[config.mk]
export PLATFORM = sky130hd
export DESIGN_NAME = adc_sample_convert_control
export DESIGN_NICKNAME = d
export VERILOG_FILES = /design/src/core/adc_pkg.sv /design/src/core/adc_sample_convert_control.sv /design/src/core/result_formatter.sv
export SDC_FILE = /design/constraint.sdc
export NUM_CORES = 1
export LEC_CHECK = 0
export ABC_CLOCK_PERIOD_IN_PS = 3300
export BUFFER_PORTS_ARGS = -buffer_cell sky130_fd_sc_hd__buf_2
export CAP_MARGIN = 20
export CELL_PAD_IN_SITES_DETAIL_PLACEMENT = 1
export CELL_PAD_IN_SITES_GLOBAL_PLACEMENT = 1
export CORE_MARGIN = 8
export CORE_UTILIZATION = 46
export CTS_BUF_LIST = sky130_fd_sc_hd__clkbuf_16
export DETAILED_ROUTE_END_ITERATION = 10
export PLACE_DENSITY = 0.78
export SLEW_MARGIN = 5
export SYNTH_ARGS = -nofsm -noshare
export SYNTH_HDL_FRONTEND = slang
export SYNTH_SLANG_ARGS = --single-unit
[constraint.sdc]
create_clock -name clk -period 3.3 [get_ports clk]
set_clock_uncertainty 0.05 [all_clocks]
set_input_delay 0.66 -clock clk [delete_from_list [all_inputs] [get_ports clk]]
set_output_delay 0.66 -clock clk [all_outputs]
set_load 0.005 [all_outputs]
[src/core/adc_pkg.sv]
package adc_pkg;
    // Register byte offsets on the AHB-Lite window
    localparam logic [7:0] OFS_CONTROL_ONE = 8'h00;
    localparam logic [7:0] OFS_CONTROL_TWO = 8'h04;
    localparam logic [7:0] OFS_CONTROL_THREE = 8'h08;
    localparam logic [7:0] OFS_INPUT_SELECT = 8'h0C;
    localparam logic [1:0] RESULT_PAGE = 2'h1;
    localparam int ADDR_W = 8;

    // Control one field positions
    localparam int BIT_MODULE_ON = 15;
    localparam int BIT_IDLE_STOP = 13;
    localparam int BIT_RESOLUTION = 10;
    localparam int FORMAT_LO = 8;
    localparam int TRIGGER_LO = 5;
    localparam int BIT_SIMULTANEOUS = 3;
    localparam int BIT_AUTO_START = 2;
    localparam int BIT_SAMPLE = 1;
    localparam int BIT_DONE = 0;
    // Control two, three and input select positions
    localparam int CHANNEL_COUNT_LO = 8;
    localparam int SAMPLE_TIME_LO = 8;
    localparam int DIVIDER_LO = 0;
    localparam int INPUT_SEL_LO = 0;

    // Trigger source codes
    localparam logic [2:0] TRIG_SOFTWARE = 3'h0;
    localparam logic [2:0] TRIG_EXT_PIN = 3'h1;
    localparam logic [2:0] TRIG_TIMER_THREE = 3'h2;
    localparam logic [2:0] TRIG_PWM_ONE = 3'h3;
    localparam logic [2:0] TRIG_PWM_TWO = 3'h5;
    localparam logic [2:0] TRIG_AUTO = 3'h7;

    // Output format codes
    localparam logic [1:0] FMT_INTEGER = 2'h0;
    localparam logic [1:0] FMT_SIGNED_INT = 2'h1;
    localparam logic [1:0] FMT_FRACTION = 2'h2;
    localparam logic [1:0] FMT_SIGNED_FRAC = 2'h3;

    // Divider codes from 64 upward are reserved
    localparam logic [7:0] DIVIDER_LIMIT = 8'h40;
    localparam logic [7:0] DIVIDER_MAX = 8'h3F;
    localparam logic [3:0] LAST_ANALOG_INPUT = 4'hC;
    localparam logic [1:0] LAST_CHANNEL = 2'h3;

    typedef enum logic [2:0] {
        ST_HOLD = 3'b000,
        ST_SAMPLE = 3'b001,
        ST_START = 3'b010,
        ST_WAIT = 3'b011,
        ST_FINISH = 3'b100
    } phase_t;

    typedef struct packed {
        logic moduleOn;
        logic idleStop;
        logic res12;
        logic [1:0] outputFormat;
        logic [2:0] triggerSource;
        logic simSample;
        logic autoStart;
        logic done;
        logic [1:0] channelCount;
        logic [4:0] sampleTime;
        logic [7:0] clockDivider;
        logic [3:0] inputSel;
    } ctrl_t;

    // Request to the analog core
    typedef struct packed {
        logic start;
        logic [1:0] channel;
        logic [3:0] inputSel;
        logic res12;
        logic [3:0] acquire;
    } conv_req_t;

    // Answer from the analog core
    typedef struct packed {
        logic done;
        logic [11:0] result;
    } conv_rsp_t;

    typedef struct packed {
        ctrl_t ctl;
        phase_t phase;
        logic [1:0] curChan;
        logic [7:0] tadCnt;
        logic [4:0] samCnt;
        logic [3:0] wrPtr;
        logic [15:0][15:0] results;
        logic apWrite;
        logic [7:0] apAddr;
        logic [31:0] rdData;
        logic [2:0] extSync;
        logic convStart;
    } state_t;
endpackage

[src/core/adc_sample_convert_control.sv]
// Added by the designer: the placing of the registers and register access over AHB-Lite.
`timescale 1ns/100ps
// Notes on behaviour
// - Resolution bit set gives 12-bit single channel; clear gives 10-bit four channels.
// - Module-on bit enables the converter; clear switches it off.
// - Idle-stop bit set halts the module while the device idles.
// - 10-bit results formatted as integer, signed integer, fraction, signed fraction.
// - 12-bit results use the same four format codes, aligned to twelve bits.
// - Trigger source picks what ends sampling: software, pin, timer, PWM, counter.
// - Auto-convert samples for auto-sample-time conversion clock periods, 0 to 31.
// - Conversion clock period is system clock times divider plus one; divider codes above 63 act as 63.
// - Channel count selects one, two or four channels to convert.
// - Simultaneous bit samples all selected channels at once, else in sequence.
// - In 12-bit mode the simultaneous bit reads zero.
// - Auto-start restarts sampling right after each conversion finishes.
// - Sample bit set means acquiring; software writes one to start.
// - Software trigger clears sample bit by write; other sources clear in hardware.
// - Done bit set on completion, cleared when a new conversion starts.
// - Software may only clear done; clearing never disturbs a conversion.
// - Results land in a sixteen-word readable buffer.
// - Input select covers analog inputs 0 through 12.
// - 12-bit mode has one sample-and-hold, so no simultaneous sampling.
// - Unimplemented control bits ignore writes and read zero.
module adc_sample_convert_control (
    input wire logic clk,
    input wire logic rst_n,
    input wire logic hsel,
    input wire logic [31:0] haddr,
    input wire logic [1:0] htrans,
    input wire logic hwrite,
    input wire logic [2:0] hsize,
    input wire logic [31:0] hwdata,
    input wire logic hready,
    output logic [31:0] hrdata,
    output logic hreadyout,
    output logic hresp,
    input wire logic idleMode,
    input wire logic extIrqPinZero,
    input wire logic timerThreeCompare,
    input wire logic pwmOneInterval,
    input wire logic pwmTwoInterval,
    output adc_pkg::conv_req_t convReq,
    input wire adc_pkg::conv_rsp_t convRsp
);
    adc_pkg::state_t s_ff;
    adc_pkg::state_t nxt_s;
    logic halted;
    logic simEff;
    logic [1:0] lastChan;
    logic [7:0] effDiv;
    logic tadTick;
    logic extEdge;
    logic trigger;
    logic swSampSet;
    logic swSampClr;
    logic swDoneClr;
    logic addrPhase;
    logic [15:0] fmtWord;
    logic [3:0] acquire;

    // Control one as software sees it; unimplemented bits stay zero
    function automatic logic [15:0] ctl_one_view(input adc_pkg::state_t v);
        logic [15:0] c;
        c = 16'h0000;
        c[adc_pkg::BIT_MODULE_ON] = v.ctl.moduleOn;
        c[adc_pkg::BIT_IDLE_STOP] = v.ctl.idleStop;
        c[adc_pkg::BIT_RESOLUTION] = v.ctl.res12;
        c[adc_pkg::FORMAT_LO +: 2] = v.ctl.outputFormat;
        c[adc_pkg::TRIGGER_LO +: 3] = v.ctl.triggerSource;
        c[adc_pkg::BIT_SIMULTANEOUS] = v.ctl.simSample & ~v.ctl.res12;
        c[adc_pkg::BIT_AUTO_START] = v.ctl.autoStart;
        c[adc_pkg::BIT_SAMPLE] = (v.phase == adc_pkg::ST_SAMPLE);
        c[adc_pkg::BIT_DONE] = v.ctl.done;
        return c;
    endfunction

    // Read multiplexer; unmapped offsets read zero
    function automatic logic [31:0] read_word(input adc_pkg::state_t v, input logic [7:0] a);
        logic [31:0] w;
        w = 32'h0000_0000;
        if (a[7:6] == adc_pkg::RESULT_PAGE) begin
            w[15:0] = v.results[a[5:2]];
        end else begin
            case (a)
                adc_pkg::OFS_CONTROL_ONE: w[15:0] = ctl_one_view(v);
                adc_pkg::OFS_CONTROL_TWO: begin
                    w[adc_pkg::CHANNEL_COUNT_LO +: 2] = v.ctl.res12 ? 2'h0 : v.ctl.channelCount;
                end
                adc_pkg::OFS_CONTROL_THREE: begin
                    w[adc_pkg::SAMPLE_TIME_LO +: 5] = v.ctl.sampleTime;
                    w[adc_pkg::DIVIDER_LO +: 8] = v.ctl.clockDivider;
                end
                adc_pkg::OFS_INPUT_SELECT: w[adc_pkg::INPUT_SEL_LO +: 4] = v.ctl.inputSel;
                default: w = 32'h0000_0000;
            endcase
        end
        return w;
    endfunction

    result_formatter u_fmt (
        .raw(convRsp.result),
        .res12(s_ff.ctl.res12),
        .outputFormat(s_ff.ctl.outputFormat),
        .word(fmtWord)
    );

    // Mode decode shared by the sequencer and the hold outputs
    assign halted = s_ff.ctl.idleStop & idleMode;
    assign simEff = s_ff.ctl.simSample & ~s_ff.ctl.res12;
    assign lastChan = s_ff.ctl.res12 ? 2'h0 :
        (s_ff.ctl.channelCount[1] ? adc_pkg::LAST_CHANNEL : {1'b0, s_ff.ctl.channelCount[0]});
    assign effDiv = (s_ff.ctl.clockDivider >= adc_pkg::DIVIDER_LIMIT) ?
        adc_pkg::DIVIDER_MAX : s_ff.ctl.clockDivider;
    assign tadTick = (s_ff.tadCnt >= effDiv);
    // Only the second and third sync stages are looked at
    assign extEdge = s_ff.extSync[1] & ~s_ff.extSync[2];
    assign addrPhase = hsel & hready & htrans[1];

    // Trigger select; reserved codes never end sampling
    always_comb begin
        unique case (s_ff.ctl.triggerSource)
            adc_pkg::TRIG_SOFTWARE: trigger = swSampClr;
            adc_pkg::TRIG_EXT_PIN: trigger = extEdge;
            adc_pkg::TRIG_TIMER_THREE: trigger = timerThreeCompare;
            adc_pkg::TRIG_PWM_ONE: trigger = pwmOneInterval;
            adc_pkg::TRIG_PWM_TWO: trigger = pwmTwoInterval;
            adc_pkg::TRIG_AUTO: trigger = (s_ff.samCnt == s_ff.ctl.sampleTime);
            default: trigger = 1'b0;
        endcase
    end

    // Software strobes decoded in the data phase of a control one write
    always_comb begin
        swSampSet = 1'b0;
        swSampClr = 1'b0;
        swDoneClr = 1'b0;
        if (s_ff.apWrite && s_ff.apAddr == adc_pkg::OFS_CONTROL_ONE) begin
            swSampSet = hwdata[adc_pkg::BIT_SAMPLE] & ~s_ff.ctl.autoStart;
            swSampClr = ~hwdata[adc_pkg::BIT_SAMPLE];
            swDoneClr = ~hwdata[adc_pkg::BIT_DONE];
        end
    end

    // Whole next state: register writes, sequencer, bus read data
    always_comb begin
        nxt_s = s_ff;
        nxt_s.convStart = 1'b0;
        nxt_s.extSync = {s_ff.extSync[1:0], extIrqPinZero};
        if (s_ff.apWrite) begin
            case (s_ff.apAddr)
                adc_pkg::OFS_CONTROL_ONE: begin
                    nxt_s.ctl.moduleOn = hwdata[adc_pkg::BIT_MODULE_ON];
                    nxt_s.ctl.idleStop = hwdata[adc_pkg::BIT_IDLE_STOP];
                    // Resolution is frozen while on; the mux would glitch mid-frame
                    if (!s_ff.ctl.moduleOn) begin
                        nxt_s.ctl.res12 = hwdata[adc_pkg::BIT_RESOLUTION];
                    end
                    nxt_s.ctl.outputFormat = hwdata[adc_pkg::FORMAT_LO +: 2];
                    nxt_s.ctl.triggerSource = hwdata[adc_pkg::TRIGGER_LO +: 3];
                    nxt_s.ctl.simSample = hwdata[adc_pkg::BIT_SIMULTANEOUS];
                    nxt_s.ctl.autoStart = hwdata[adc_pkg::BIT_AUTO_START];
                end
                adc_pkg::OFS_CONTROL_TWO: begin
                    nxt_s.ctl.channelCount = hwdata[adc_pkg::CHANNEL_COUNT_LO +: 2];
                end
                adc_pkg::OFS_CONTROL_THREE: begin
                    nxt_s.ctl.sampleTime = hwdata[adc_pkg::SAMPLE_TIME_LO +: 5];
                    nxt_s.ctl.clockDivider = hwdata[adc_pkg::DIVIDER_LO +: 8];
                end
                adc_pkg::OFS_INPUT_SELECT: begin
                    // Codes past the last analog input are dropped
                    if (hwdata[adc_pkg::INPUT_SEL_LO +: 4] <= adc_pkg::LAST_ANALOG_INPUT) begin
                        nxt_s.ctl.inputSel = hwdata[adc_pkg::INPUT_SEL_LO +: 4];
                    end
                end
                default: nxt_s.ctl = s_ff.ctl;
            endcase
        end
        // Clear first so a same-cycle hardware set wins
        if (swDoneClr) begin
            nxt_s.ctl.done = 1'b0;
        end
        if (!s_ff.ctl.moduleOn) begin
            nxt_s.phase = adc_pkg::ST_HOLD;
            nxt_s.tadCnt = 8'h00;
            nxt_s.samCnt = 5'h00;
            nxt_s.curChan = 2'h0;
        end else if (!halted) begin
            nxt_s.tadCnt = tadTick ? 8'h00 : s_ff.tadCnt + 8'h01;
            unique case (s_ff.phase)
                adc_pkg::ST_HOLD: begin
                    nxt_s.samCnt = 5'h00;
                    if (swSampSet || s_ff.ctl.autoStart) begin
                        nxt_s.phase = adc_pkg::ST_SAMPLE;
                    end
                end
                adc_pkg::ST_SAMPLE: begin
                    if (trigger) begin
                        nxt_s.phase = adc_pkg::ST_START;
                        nxt_s.curChan = 2'h0;
                        nxt_s.ctl.done = 1'b0;
                    end else if (tadTick) begin
                        nxt_s.samCnt = s_ff.samCnt + 5'h01;
                    end
                end
                adc_pkg::ST_START: begin
                    nxt_s.convStart = 1'b1;
                    nxt_s.phase = adc_pkg::ST_WAIT;
                end
                adc_pkg::ST_WAIT: begin
                    if (convRsp.done) begin
                        nxt_s.results[s_ff.wrPtr] = fmtWord;
                        nxt_s.wrPtr = s_ff.wrPtr + 4'h1;
                        if (s_ff.curChan == lastChan) begin
                            nxt_s.phase = adc_pkg::ST_FINISH;
                        end else begin
                            nxt_s.curChan = s_ff.curChan + 2'h1;
                            nxt_s.phase = adc_pkg::ST_START;
                        end
                    end
                end
                adc_pkg::ST_FINISH: begin
                    nxt_s.ctl.done = 1'b1;
                    nxt_s.samCnt = 5'h00;
                    nxt_s.phase = s_ff.ctl.autoStart ? adc_pkg::ST_SAMPLE : adc_pkg::ST_HOLD;
                end
            endcase
        end
        // Address phase capture; read data is taken from the settled next state
        nxt_s.apWrite = addrPhase & hwrite;
        nxt_s.apAddr = haddr[7:0];
        if (addrPhase && !hwrite) begin
            nxt_s.rdData = read_word(nxt_s, haddr[7:0]);
        end
    end

    // Single state register, synchronous reset
    always_ff @(posedge clk) begin
        if (!rst_n) begin
            s_ff <= '0;
        end else begin
            s_ff <= nxt_s;
        end
    end

    // Sequential mode keeps later channels acquiring until their turn
    for (genvar k = 0; k < 4; k++) begin : g_hold
        assign acquire[k] = s_ff.ctl.moduleOn && (2'(k) <= lastChan) &&
            ((s_ff.phase == adc_pkg::ST_SAMPLE) ||
             (!simEff && 2'(k) > s_ff.curChan &&
              (s_ff.phase == adc_pkg::ST_START || s_ff.phase == adc_pkg::ST_WAIT)));
    end

    assign convReq = '{start: s_ff.convStart, channel: s_ff.curChan,
        inputSel: s_ff.ctl.inputSel, res12: s_ff.ctl.res12, acquire: acquire};
    assign hrdata = s_ff.rdData;
    // Zero wait states, always OKAY
    assign hreadyout = 1'b1;
    assign hresp = 1'b0;
endmodule

[src/core/result_formatter.sv]
`timescale 1ns/100ps
module result_formatter (
    input wire logic [11:0] raw,
    input wire logic res12,
    input wire logic [1:0] outputFormat,
    output logic [15:0] word
);
    logic [9:0] d10;
    logic [11:0] d12;

    assign d10 = raw[9:0];
    assign d12 = raw;

    // Sign bits are the inverted MSB, so mid-scale maps to zero
    always_comb begin
        word = 16'h0000;
        if (res12) begin
            unique case (outputFormat)
                adc_pkg::FMT_SIGNED_FRAC: word = {~d12[11], d12[10:0], 4'h0};
                adc_pkg::FMT_FRACTION: word = {d12, 4'h0};
                adc_pkg::FMT_SIGNED_INT: word = {{5{~d12[11]}}, d12[10:0]};
                adc_pkg::FMT_INTEGER: word = {4'h0, d12};
            endcase
        end else begin
            unique case (outputFormat)
                adc_pkg::FMT_SIGNED_FRAC: word = {~d10[9], d10[8:0], 6'h00};
                adc_pkg::FMT_FRACTION: word = {d10, 6'h00};
                adc_pkg::FMT_SIGNED_INT: word = {{7{~d10[9]}}, d10[8:0]};
                adc_pkg::FMT_INTEGER: word = {6'h00, d10};
            endcase
        end
    end
endmodule

Word-level counts from Yosys, hierarchy flattened --
Cells that the tools add are included.
Storage, ports and cells: word-level logic and storage cells 194, output and inout bits 46, input port bits 92, memory bits (read-only) 0, register bits 337, memory bits (writable) 0, memories kept 0, latch bits 0
Cells by class: shift operators 0, magnitude comparators 14, multiply operators 0, multiplexer cells 52, divide/modulo/power cells 0, reduce and logical (&&, ||, !) cells 40, bitwise gates (word level) 19, $add $sub $neg 4, eq/ne operators 27
Operators with widths (count):
- $mux 260 | 2
- $mux 278 | 1
- $bwmux 256 | 1
- $mux 256 | 1
- $pmux 16 s4 | 2
- $bmux 16 s4 | 1
- $demux 16 s4 | 1
- $mux 16 | 4
- $eq 8x4->1 const B | 4
- $mux 30 | 1
- $mux 5 | 4
- $logic_and 1x1->1 | 19
- $mux 18 | 1
- $eq 8x3->1 const B | 2
- $logic_not 8->1 | 2
- $mux 8 | 2
- $pmux 3 s5 | 1
- $mux 13 | 1
- $eq 3x2->1 const B | 4
- $pmux 4 s3 | 1
- $not 1->1 | 11
- $lt 4x5->1 const B | 2
- $mux 1 | 10
- $mux 10 | 1
- other kinds (40) | 77

Logic depth before layout (Yosys ltp) --
Gate-level depths: netlist (run 1).
depth after elaboration 12, mapped depth 12, gate-level depth less buffers 9

Modules after synthesis --
A second synthesis (run 1) with hierarchy kept.
Unflattened totals: cells, all modules 2073, area, all modules 16799.9 um^2
Modules (own cells, without submodules):
- adc_sample_convert_control | seq. area each 6746.5 um^2, area an instance 16460.8 um^2, times used 1, cells each 2021
- result_formatter | seq. area each 0.0 um^2, area an instance 339.1 um^2, times used 1, cells each 52

Worst setup path after synthesis (run 1) --
No wires, ideal clock.
path type input to register, start point input convRsp[12] in the netlist's numbering, end point register s_ff, in the netlist hrdata[14], path buffers 3, cell stages on the path 10, data required time 3.116 ns, library setup time 0.134 ns, arrival time 2.587 ns, setup slack 0.529 ns, path through clkbuf_2 > and4b_1 > buf_2 > buf_4 > nand3_1 > nor2_1 > mux2i_1 > mux2_2 > o41ai_1 > or4_1
Between the ends: cells in the longest elaborated chain, start to end 7
Ends and longest elaborated chain:
- start: declaration | RTL line adc_sample_convert_control.sv:43 | input wire adc_pkg::conv_rsp_t convRsp
- $mux 260 | RTL line adc_sample_convert_control.sv:211 | if (convRsp.done) begin
- $mux 260 | RTL line adc_sample_convert_control.sv:190 | unique case (s_ff.phase)
- $mux 278 | RTL line adc_sample_convert_control.sv:188 | end else if (!halted) begin
- $mux 256 | RTL line adc_sample_convert_control.sv:183 | if (!s_ff.ctl.moduleOn) begin
- $bmux 16 s4 | RTL line adc_sample_convert_control.sv:82 | w[15:0] = v.results[a[5:2]];
- $mux 16 (not written as such) | RTL line adc_sample_convert_control.sv:82
- $mux 16 | RTL line adc_sample_convert_control.sv:81 | if (a[7:6] == adc_pkg::RESULT_PAGE) begin
- end signal: assignment | RTL line adc_sample_convert_control.sv:242 | s_ff <= nxt_s;
- end: declaration | RTL line adc_sample_convert_control.sv:45 | adc_pkg::state_t s_ff;
Every way passes these cells. The select of a mux whose other input is x is not followed. A chain may end at the register's enable or synchronous reset.

Final worst setup path (run 1) --
start point register s_ff[320] in the netlist's numbering, end point register s_ff, in the netlist hrdata[3]
Between the ends: cells in the longest elaborated chain, start to end 7
Ends and longest elaborated chain (RTL line):
- $eq 3x2->1 | adc_sample_convert_control.sv:190
- $mux 260 | adc_sample_convert_control.sv:190
- $mux 278 | adc_sample_convert_control.sv:188
- $mux 256 | adc_sample_convert_control.sv:183
- $bmux 16 s4 | adc_sample_convert_control.sv:82
- $mux 16 (not written as such) | adc_sample_convert_control.sv:82
- $mux 16 | adc_sample_convert_control.sv:81
Every way passes these cells. The select of a mux whose other input is x is not followed.

==> flow_metrics.env, run 1 <==
export IMPL_status="finished, final reports clean"
export IMPL_cap_viol_max_count=0
export IMPL_cp_startpoint="s_ff[320]$_SDFF_PN0_"
export IMPL_clk_pin_slew_ns=0.06
export IMPL_fin_setup_tns_ns=0
export IMPL_layout_common_cells="nor2_1 (377), dfxtp_1 (337), a21oi_1 (189)"
export IMPL_synth_area_um2=16860
export IMPL_hold_path_class="in -> reg"
export IMPL_syn_inst=2045
export IMPL_maxSlewViolCount=0
export IMPL_drc=0
export IMPL_h_tree_depth=2
export IMPL_avgSynthCellArea_um2=8.244
export IMPL_insertion_delay_ns=0.58
export IMPL_grt_pass1_vias=16780
export IMPL_drtIter0Drc=1566
export IMPL_reg2reg_depth=8
export IMPL_post_cts_buffers=0
export IMPL_start_kind="flop"
export IMPL_cts_tree="built"
export IMPL_grt_max_degree=75
export IMPL_rsz0062_at_grt="false"
export IMPL_grt_use_total_pct=30.56
export IMPL_crit_end="hrdata[3]$_SDFFE_PN0P_"
export IMPL_start_util_pct=46.38
export IMPL_ctsHoldBuffers=0
export IMPL_place_gp_congestion=0.9291
export IMPL_drt_total_wl_um=67970
export IMPL_synth_edff_count=0
export IMPL_rows=70
export IMPL_fmax_ghz=0.3185
export IMPL_min_period_ns=3.140
export IMPL_setup_viol=0
export IMPL_yosys_warnings=0
export IMPL_timing_rr_end="hrdata[3]$_SDFFE_PN0P_"
export IMPL_die_area_um2=43030
export IMPL_grt_pass1_wl_um=102300
export IMPL_r2r_setup_slack_ns=0.16
export IMPL_diodes=0
export IMPL_arrival_ns=3.52
export IMPL_syn_to_final_growth_pct=15.22
export IMPL_multi_input_area_um2=9081
export IMPL_chipHeight_um=207.4
export IMPL_clockRootBuffer="clkbuf_16"
export IMPL_synth_flop_cell="dfxtp_1"
export IMPL_synthArstFlopShare_pct=0
export IMPL_placement_cell_area_um2=18200
export IMPL_ys_seq_area_share_pct=40.02
export IMPL_ioPinCount=138
export IMPL_power_density_nw_per_um2=455.3
export IMPL_clock_sinks=337
export IMPL_core_area_um2=36350
export IMPL_worstPathRequired_ns=3.68
export IMPL_worst_slew_pin_slew_ns=0.7411
export IMPL_fillers=4350
export IMPL_end_kind="flop"
export IMPL_final_common_cell="nor2_1"
export IMPL_fin_nets=2225
export IMPL_critPathKind="reg -> reg"
export IMPL_cp_max_fo=13
export IMPL_die_w_um=207.4
export IMPL_via_per_inst=6.337
export IMPL_cts_buffer_depth=3
export IMPL_dp_hpwl_um=48080
export IMPL_fin_area_um2=19420
export IMPL_r2r_start="s_ff[320]$_SDFF_PN0_"
export IMPL_vias=16560
export IMPL_firstDrtPassIters=6
export IMPL_p_leak_nw=7.543
export IMPL_final_seq_area_um2=6746
export IMPL_cts_buffers=39
export IMPL_grt_antenna_before_repair=0
export IMPL_synth_distinct_cells=87
export IMPL_ant_nets=0
export IMPL_ir_drop_mv=0.4058
export IMPL_wl_per_cell_um=26.00
export IMPL_io_buffers=74
export IMPL_drive_gt1_share_pct=15.52
export IMPL_hold_viol_final=0
export IMPL_synth_seq_cells=337
export IMPL_overflow=0
export IMPL_fin_crit_sh_pct=95.14
export IMPL_relSlewSlack_pct=50.22
cell usage after synthesis, types with 10 or more instances:
cell        n  area (um^2)
a211o_1    12        105.1
a211oi_1   19        142.6
a21oi_1   189        945.9
a22oi_1    10        75.07
a31oi_1    21        131.4
a32oi_1    10        87.58
and2_1     57        356.6
buf_1      12        45.04
buf_2      31        155.2
buf_4      48        360.4
clkbuf_1  107        401.6
dfxtp_1   337         6746
ha_1       17        212.7
inv_1      23        86.33
mux2_2     21        236.5
mux2i_1   112         1121
mux4_2     18        405.4
nand2_1   180        675.7
nand3_1    45        225.2
nand4_1    31        193.9
nor2_1    378         1419
nor2b_1    15        93.84
nor3_1     30        150.1
o211ai_1   26        195.2
o21ai_0    74        370.4
o22ai_1    20        125.1
or3_1      13        81.33
flip-flops by register name (all words and copies together) (netlist names):
signal / cells
hrdata: 16
convReq: 8
nxt_s: 2
s_ff: 311
through the flow:
stage | hold WS, ns | setup slack (ns) | std cells | utilization (%) | power (mW)
final | 0.2677 | 0.1603 | 2614 | 53.44 | 8.843
after global routing | 0.2786 | 0.09455 | 2614 | 53.44 | 9.076
after CTS | 0.2578 | 0.1845 | 2614 | 53.44 | 8.879
after detailed placement | 0.3824 | 0.04311 | 2543 | 50.07 | 4.679
after global placement | 0.3716 | 0.1130 | 2543 | 50.07 | 4.671
after floorplan | 0.3619 | 0.5292 | 2063 | - | 4.450
routing by layer:
metal	vias to the layer above	share of wire [%]	global-route usage (%)
met5	-	0	0
met4	0	6.0	17.23
met3	245	8.2	5.631
met2	809	47	50.53
met1	8203	39	37.15
li1	7307	-	-
layout make-up:
cell class	count	area share (%)
Multi-Input combinational cell	1496	46.75
Sequential cell	337	34.73
Timing Repair Buffer	215	8.644
Clock buffer	40	5.153
Tap cell	468	3.014
Clock inverter	31	1.147
Inverter	27	0.5604
kinds of logic (layout without fill, tap and decap cells):
group	count (synthesis)	count (layout)	share of synthesized area [%]
simple gates	815	815	22.90
xor+xnor	16	16	0.8313
compound gates	477	477	17.95
fa+ha+maj	17	17	1.262
mux	151	151	10.46
buf+inv	230	313	6.531
other cells	2	20	0.04455
flops	337	337	40.02
worst min-delay path by stage:
stage | to | depth (start not counted) | from | slack, ns
after detailed placement | nxt_s[3]$_SDFF_PN0_ | 1 | nxt_s[2]$_SDFF_PN0_ | 0.38
after global placement | nxt_s[3]$_SDFF_PN0_ | 1 | nxt_s[2]$_SDFF_PN0_ | 0.37
final | nxt_s[2]$_SDFF_PN0_ | 2 | extIrqPinZero | 0.27
after global routing | nxt_s[2]$_SDFF_PN0_ | 2 | extIrqPinZero | 0.28
after CTS | nxt_s[2]$_SDFF_PN0_ | 2 | extIrqPinZero | 0.26
after floorplan | nxt_s[3]$_SDFF_PN0_ | 1 | nxt_s[2]$_SDFF_PN0_ | 0.36
critical path: stages (launching register included):
cell and delay, ns:
dfxtp_1 0.65, and4b_1 0.35, buf_12 0.16, nand4_1 0.48, nand2_1 0.20, o21ai_0 0.12
mux4_2 0.50, o2111ai_1 0.39, nand3_1 0.12
repair_timing:
| item | in CTS | in global routing |
|---|---|---|
| hold endpoints to repair | 0 | 0 |
| setup endpoints to repair | 0 | 1 |
| gates resized for setup | 0 | 1 |
where the power goes:
| part | internal (mW) | leakage [nW] | switching [mW] |
|---|---|---|---|
| clock | 2.43 | 0.619 | 1.81 |
| combinational | 0.142 | 4.21 | 0.383 |
| sequential | 4.08 | 2.72 | 0.00571 |
Note: power is estimated with default switching activity, not from simulation.
==> inputs of run 2 (changes only) <==
CORE_UTILIZATION = 40   (was 46)
PLACE_DENSITY = 0.69   (was 0.78)
TNS_END_PERCENT = 100   (was unset)
==> run 2 against run 1 <==
Critical path depth stayed put. Global-route usage fell by 2.5 points. Cell count rose by 3.0%. Clock power fell by 1%. Routed wire length increased by 3.8%. Critical path type unchanged. Design area rose by 0.63%. Worst setup slack lost 0.10 ns. Hold slack gained 0.0024 ns. Sequential power barely moved. Count of clock-buffer cells in the layout is 2 higher. Sequential share of layout area fell by 0.22 points.
==> flow_metrics.env, run 2 (same netlist as run 1, synthesis figures left out) <==
export IMPL_grt_pass1_vias=16410
export IMPL_setup_viol=0
export IMPL_relSlewSlack_pct=42.35
export IMPL_diodes=0
export IMPL_power_density_nw_per_um2=449.9
export IMPL_worstPathRequired_ns=3.64
export IMPL_min_period_ns=3.243
export IMPL_top_register="s_ff"
export IMPL_worstPathCellList="buf_4, and4b_1, nand4_1, buf_4, a21oi_1, mux2i_1, o21ai_0, nand4_1"
export IMPL_overflow=0
export IMPL_drive_gt1_share_pct=15.78
export IMPL_grt_max_degree=52
export IMPL_critPathKind="reg -> reg"
export IMPL_largest_reg_flops=311
export IMPL_rsz0062_at_grt="false"
export IMPL_reg2reg_depth=8
export IMPL_grt_antenna_before_repair=2
export IMPL_die_w_um=221.3
export IMPL_arrival_ns=3.58
export IMPL_multi_input_area_um2=9080
export IMPL_clock_sinks=337
export IMPL_h_tree_depth=2
export IMPL_power_total_mw=8.794
export IMPL_vias=16160
export IMPL_status="finished, final reports clean"
export IMPL_firstDrtPassIters=5
export IMPL_p_sw_mw=2.209
export IMPL_drt_total_wl_um=70570
export IMPL_core_area_um2=41760
export IMPL_fin_nets=2236
export IMPL_drtIter0Drc=1370
export IMPL_cp_buffers_inverters=2
export IMPL_layout_common_cells="nor2_1 (378), dfxtp_1 (337), a21oi_1 (189)"
export IMPL_final_seq_area_um2=6746
export IMPL_max_stage_delay_ns=0.58
export IMPL_cts_tree="built"
export IMPL_maxSlewViolCount=0
export IMPL_fin_util_pct=46.81
export IMPL_worst_slew_pin_slew_ns=0.8583
export IMPL_cp_max_fo=10
export IMPL_dp_hpwl_um=50860
export IMPL_p_leak_nw=7.586
export IMPL_ir_drop_mv=0.4090
export IMPL_worstHoldStart="extIrqPinZero"
export IMPL_via_per_inst=6.002
export IMPL_syn_to_final_growth_pct=15.95
export IMPL_ant_nets=0
export IMPL_grt_pass1_wl_um=105700
export IMPL_pwr_share_seq_pct=46.5
export IMPL_final_common_cell="nor2_1"
export IMPL_timing_rr_end="hrdata[2]$_SDFFE_PN0P_"
export IMPL_internal_power_mw=6.586
export IMPL_r2r_start="s_ff[352]$_SDFF_PN0_"
export IMPL_grt_use_total_pct=28.05
export IMPL_cts_buffer_depth=3
export IMPL_ioPinCount=138
export IMPL_place_ws_ns=-0.08473
export IMPL_rows=75
export IMPL_whs_ns=0.2701
export IMPL_fin_crit_sh_pct=98.27
export IMPL_ctsHoldBuffers=0
export IMPL_crit_family="simple AND/OR/NAND/NOR gates"
export IMPL_fmax_ghz=0.3084
export IMPL_io_buffers=74
export IMPL_start_kind="flop"
export IMPL_holdPathStages=2
export IMPL_clockRootBuffer="clkbuf_16"
export IMPL_clk_pin_slew_ns=0.06
export IMPL_die_area_um2=48970
export IMPL_chipHeight_um=221.3
export IMPL_switching_share_pct=25.11
export IMPL_insertion_delay_ns=0.57
export IMPL_combPwrFrac_pct=6.1
export IMPL_fillers=5008
export IMPL_hold_end="nxt_s[2]$_SDFF_PN0_"
export IMPL_cap_viol_max_count=0
export IMPL_hold_path_class="in -> reg"
export IMPL_place_gp_congestion=0.9243
export IMPL_drc=0
export IMPL_worst_slack_ns=0.05717
export IMPL_clock_power_share_pct=47.5
export IMPL_hold_viol_final=0
export IMPL_cts_buffers=41
export IMPL_wl_per_cell_um=26.21
export IMPL_r2r_setup_slack_ns=0.06
export IMPL_start_util_pct=40.37
export IMPL_crit_slowest_cell="nand4_1"
export IMPL_end_kind="flop"
-- run 2: cell types whose count changed in the layout (fill, tap and decap cells not counted) --
cell,before,now
buf_4,121,131
clkinv_2,2,3
inv_6,1,0
a2111oi_0,6,5
clkinv_4,0,1
bufinv_16,3,1
clkbuf_16,40,42
nor2_2,1,0
buf_12,20,19
clkinvlp_4,2,0
a2111oi_1,0,1
nor2_1,377,378
-- run 2: per-layer routing --
layer  vias up  track usage, %  part of all wire, %
met3       142           3.941                  6.3
met4         2           11.69                  3.9
met1      8139           36.10                   43
met2       544           46.77                   47
li1       7337               -                    -
met5         -               0                0.018
-- run 2: area by class of cell --
class / count / share of cell area (%)
Timing Repair Buffer: 224 / 8.872
Multi-Input combinational cell: 1496 / 46.45
Clock inverter: 28 / 0.7809
Clock buffer: 42 / 5.377
Inverter: 27 / 0.5569
Tap cell: 539 / 3.450
Sequential cell: 337 / 34.51
-- run 2: stage by stage --
step	setup TNS, ns	cells	area [um^2]
finish	0	2693	19550
floorplan	0	2063	16930
detailed placement	-0.1036	2623	18340
CTS	0	2693	19550
global route	0	2693	19550
global placement	-0.01755	2623	18340
-- run 2: how the worst max path moves through the flow --
stage,to,slack (ns),cells past startpoint,from
after floorplan,hrdata[14]$_SDFFE_PN0P_,0.53,10,convRsp[12]
after global placement,hrdata[5]$_SDFFE_PN0P_,-0.02,9,idleMode
after detailed placement,hrdata[5]$_SDFFE_PN0P_,-0.08,9,idleMode
after CTS,s_ff[305]$_SDFFE_PN0P_,0.15,9,s_ff[334]$_SDFF_PN0_
after global routing,hrdata[10]$_SDFFE_PN0P_,0.08,10,s_ff[320]$_SDFF_PN0_
final,hrdata[2]$_SDFFE_PN0P_,0.06,8,s_ff[352]$_SDFF_PN0_
-- run 2: power groups by stage --
stage	clock, mW	combinational [mW]	sequential [mW]
after floorplan	0	0.279	4.17
after global placement	0	0.514	4.17
after detailed placement	0	0.520	4.17
after CTS	4.25	0.522	4.08
after global routing	4.42	0.555	4.08
final	4.18	0.533	4.09
-- run 2: repair_timing --
action,4_1_cts,5_1_grt
gates resized for setup,0,1
setup buffers,0,0
setup endpoints to repair,0,1
-- run 2: worst reg2reg max path: stages, from the launching register on --
cell and delay (ns):
dfxtp_1 0.46, buf_4 0.24, and4b_1 0.52, nand4_1 0.58, buf_4 0.37, a21oi_1 0.18, mux2i_1 0.13, o21ai_0 0.30
nand4_1 0.24
==> inputs of run 3 (changes only) <==
ABC_CLOCK_PERIOD_IN_PS = 2900   (was 3300)
PLACE_DENSITY = 0.72   (was 0.69)
clock period = 2.9 ns   (was 3.3 ns; I/O delays follow)
==> run 3 against run 2 <==
Critical endpoint unchanged. Worst setup slack got worse by 0.034 ns. Largest cell class unchanged. Cell count increased by 4.4%. Maximum frequency increased by 13%. Via count increased by 3.9%. Critical path depth increased by 1. Routed wire length increased by 1.4%. Critical path type unchanged. Non-clock buffer count increased by 121.
==> flow_metrics.env, run 3 (same netlist as run 1, synthesis figures left out) <==
export IMPL_worstPathRequired_ns=3.25
export IMPL_cp_buffers_inverters=2
export IMPL_worst_slew_pin_slew_ns=0.5961
export IMPL_syn_to_final_growth_pct=23.34
export IMPL_relSlewSlack_pct=59.92
export IMPL_grt_pass1_vias=17090
export IMPL_min_period_ns=2.877
export IMPL_drtIter0Drc=1521
export IMPL_end_kind="flop"
export IMPL_grt_max_degree=75
export IMPL_power_density_nw_per_um2=495.5
export IMPL_cts_buffers=39
export IMPL_setup_viol=0
export IMPL_top_register="s_ff"
export IMPL_via_per_inst=5.974
export IMPL_fin_crit_sh_pct=99.22
export IMPL_crit_slowest_cell="dfxtp_1"
export IMPL_wl_per_cell_um=25.45
export IMPL_hold_end="nxt_s[2]$_SDFF_PN0_"
export IMPL_rows=75
export IMPL_start_kind="flop"
export IMPL_status="finished, final reports clean"
export IMPL_final_common_cell="nor2_1"
export IMPL_largest_reg_flops=311
export IMPL_ioPinCount=138
export IMPL_fillers=4942
export IMPL_place_ws_ns=-0.2082
export IMPL_h_tree_depth=2
export IMPL_place_gp_congestion=0.9604
export IMPL_chipHeight_um=221.3
export IMPL_clk_pin_slew_ns=0.06
export IMPL_die_area_um2=48970
export IMPL_dp_cells=2743
export IMPL_reg2reg_depth=9
export IMPL_ant_nets=0
export IMPL_vias=16800
export IMPL_die_w_um=221.3
export IMPL_cp_max_fo=10
export IMPL_critPathKind="reg -> reg"
export IMPL_drc=0
export IMPL_insertion_delay_ns=0.57
export IMPL_worstHoldStart="extIrqPinZero"
export IMPL_ir_drop_mv=0.4245
export IMPL_hold_path_class="in -> reg"
export IMPL_dp_hpwl_um=52580
export IMPL_cap_viol_max_count=0
export IMPL_maxSlewViolCount=0
export IMPL_r2r_setup_slack_ns=0.02
export IMPL_fin_setup_tns_ns=0
export IMPL_start_util_pct=40.37
export IMPL_timing_rr_end="hrdata[2]$_SDFFE_PN0P_"
export IMPL_clock_sinks=337
export IMPL_grt_pass1_wl_um=107200
export IMPL_overflow=0
export IMPL_fin_util_pct=49.79
export IMPL_p_leak_nw=8.285
export IMPL_final_instance_count_excl_fill=2812
export IMPL_firstDrtPassIters=6
export IMPL_cts_buffer_depth=3
export IMPL_fmax_ghz=0.3475
export IMPL_holdPathStages=2
export IMPL_r2r_start="s_ff[304]$_SDFFE_PN0P_"
export IMPL_grt_antenna_before_repair=3
export IMPL_arrival_ns=3.23
export IMPL_drt_total_wl_um=71560
export IMPL_diodes=0
export IMPL_worstPathCellList="nor2b_2, nand4_1, buf_4, buf_4, nand2_1, o21ai_0, mux4_2, o211ai_1, nand4_1"
export IMPL_grt_use_total_pct=28.30
export IMPL_io_buffers=74
export IMPL_cts_tree="built"
export IMPL_crit_family="simple AND/OR/NAND/NOR gates"
export IMPL_hold_viol_final=0
export IMPL_worst_slack_ns=0.02270
export IMPL_drive_gt1_share_pct=21.16
export IMPL_fin_nets=2355
export IMPL_max_stage_delay_ns=0.51
export IMPL_core_area_um2=41760
export IMPL_clockRootBuffer="clkbuf_16"
export IMPL_layout_common_cells="nor2_1 (378), dfxtp_1 (332), buf_4 (234)"
-- run 3: changes by cell type in the layout (fill, tap and decap cells not counted), moves of 4 or more --
cell / before / now
bufinv_16: 1 / 5
clkinv_1: 15 / 6
dfxtp_2: 0 / 5
buf_4: 131 / 234
dfxtp_1: 337 / 332
clkinv_2: 3 / 8
buf_12: 19 / 36
-- run 3: area by class of cell --
cell class / count / area [um^2] / area share (%)
Inverter: 27 / 108.9 / 0.5235
Multi-Input combinational cell: 1496 / 9130 / 43.91
Clock inverter: 27 / 242.7 / 1.167
Clock buffer: 41 / 1026 / 4.934
Tap cell: 539 / 674.4 / 3.243
Sequential cell: 337 / 6753 / 32.47
Timing Repair Buffer: 345 / 2859 / 13.75
-- run 3: worst max-delay path by stage --
| stage | start | to | slack [ns] | depth (start not counted) |
|---|---|---|---|---|
| floorplan | convRsp[12] | hrdata[14]$_SDFFE_PN0P_ | 0.21 | 10 |
| global placement | convRsp[12] | hrdata[2]$_SDFFE_PN0P_ | -0.16 | 11 |
| detailed placement | idleMode | hrdata[5]$_SDFFE_PN0P_ | -0.21 | 10 |
| CTS | s_ff[352]$_SDFF_PN0_ | hrdata[5]$_SDFFE_PN0P_ | 0.02 | 9 |
| global route | s_ff[301]$_SDFFE_PN0P_ | hrdata[5]$_SDFFE_PN0P_ | -0.04 | 11 |
| finish | s_ff[304]$_SDFFE_PN0P_ | hrdata[2]$_SDFFE_PN0P_ | 0.02 | 9 |
-- run 3: power breakdown --
part           switching (mW)  internal [mW]
combinational           0.448          0.189
clock                    2.04           2.98
sequential            0.00683           4.64
total                    2.49           7.81
-- run 3: metal layers --
layer  GRT usage (%)  wire length, um  up-vias
li1                -                -     7570
met2           46.88            33070      675
met3           4.444             5045      179
met1           36.03            30120     8374
met4           12.74             3315        2
met5               0               10        -
-- run 3: stage by stage --
stage                     area, um^2  total power, mW  hold WS (ns)
final                          20790            10.30        0.1827
after global routing           20790            10.56        0.1823
after CTS                      20730            10.36        0.1698
after detailed placement       19460            5.364        0.3898
after global placement         19460            5.353        0.3738
after floorplan                16930            5.064        0.3619
-- run 3: repair_timing --
| item | CTS | global route |
|---|---|---|
| setup endpoints to repair | 2 | 22 |
| gates resized for setup | 2 | 17 |
| hold buffers | 0 | 0 |
| buffers inserted | 0 | 1 |
| pin swaps | 0 | 2 |
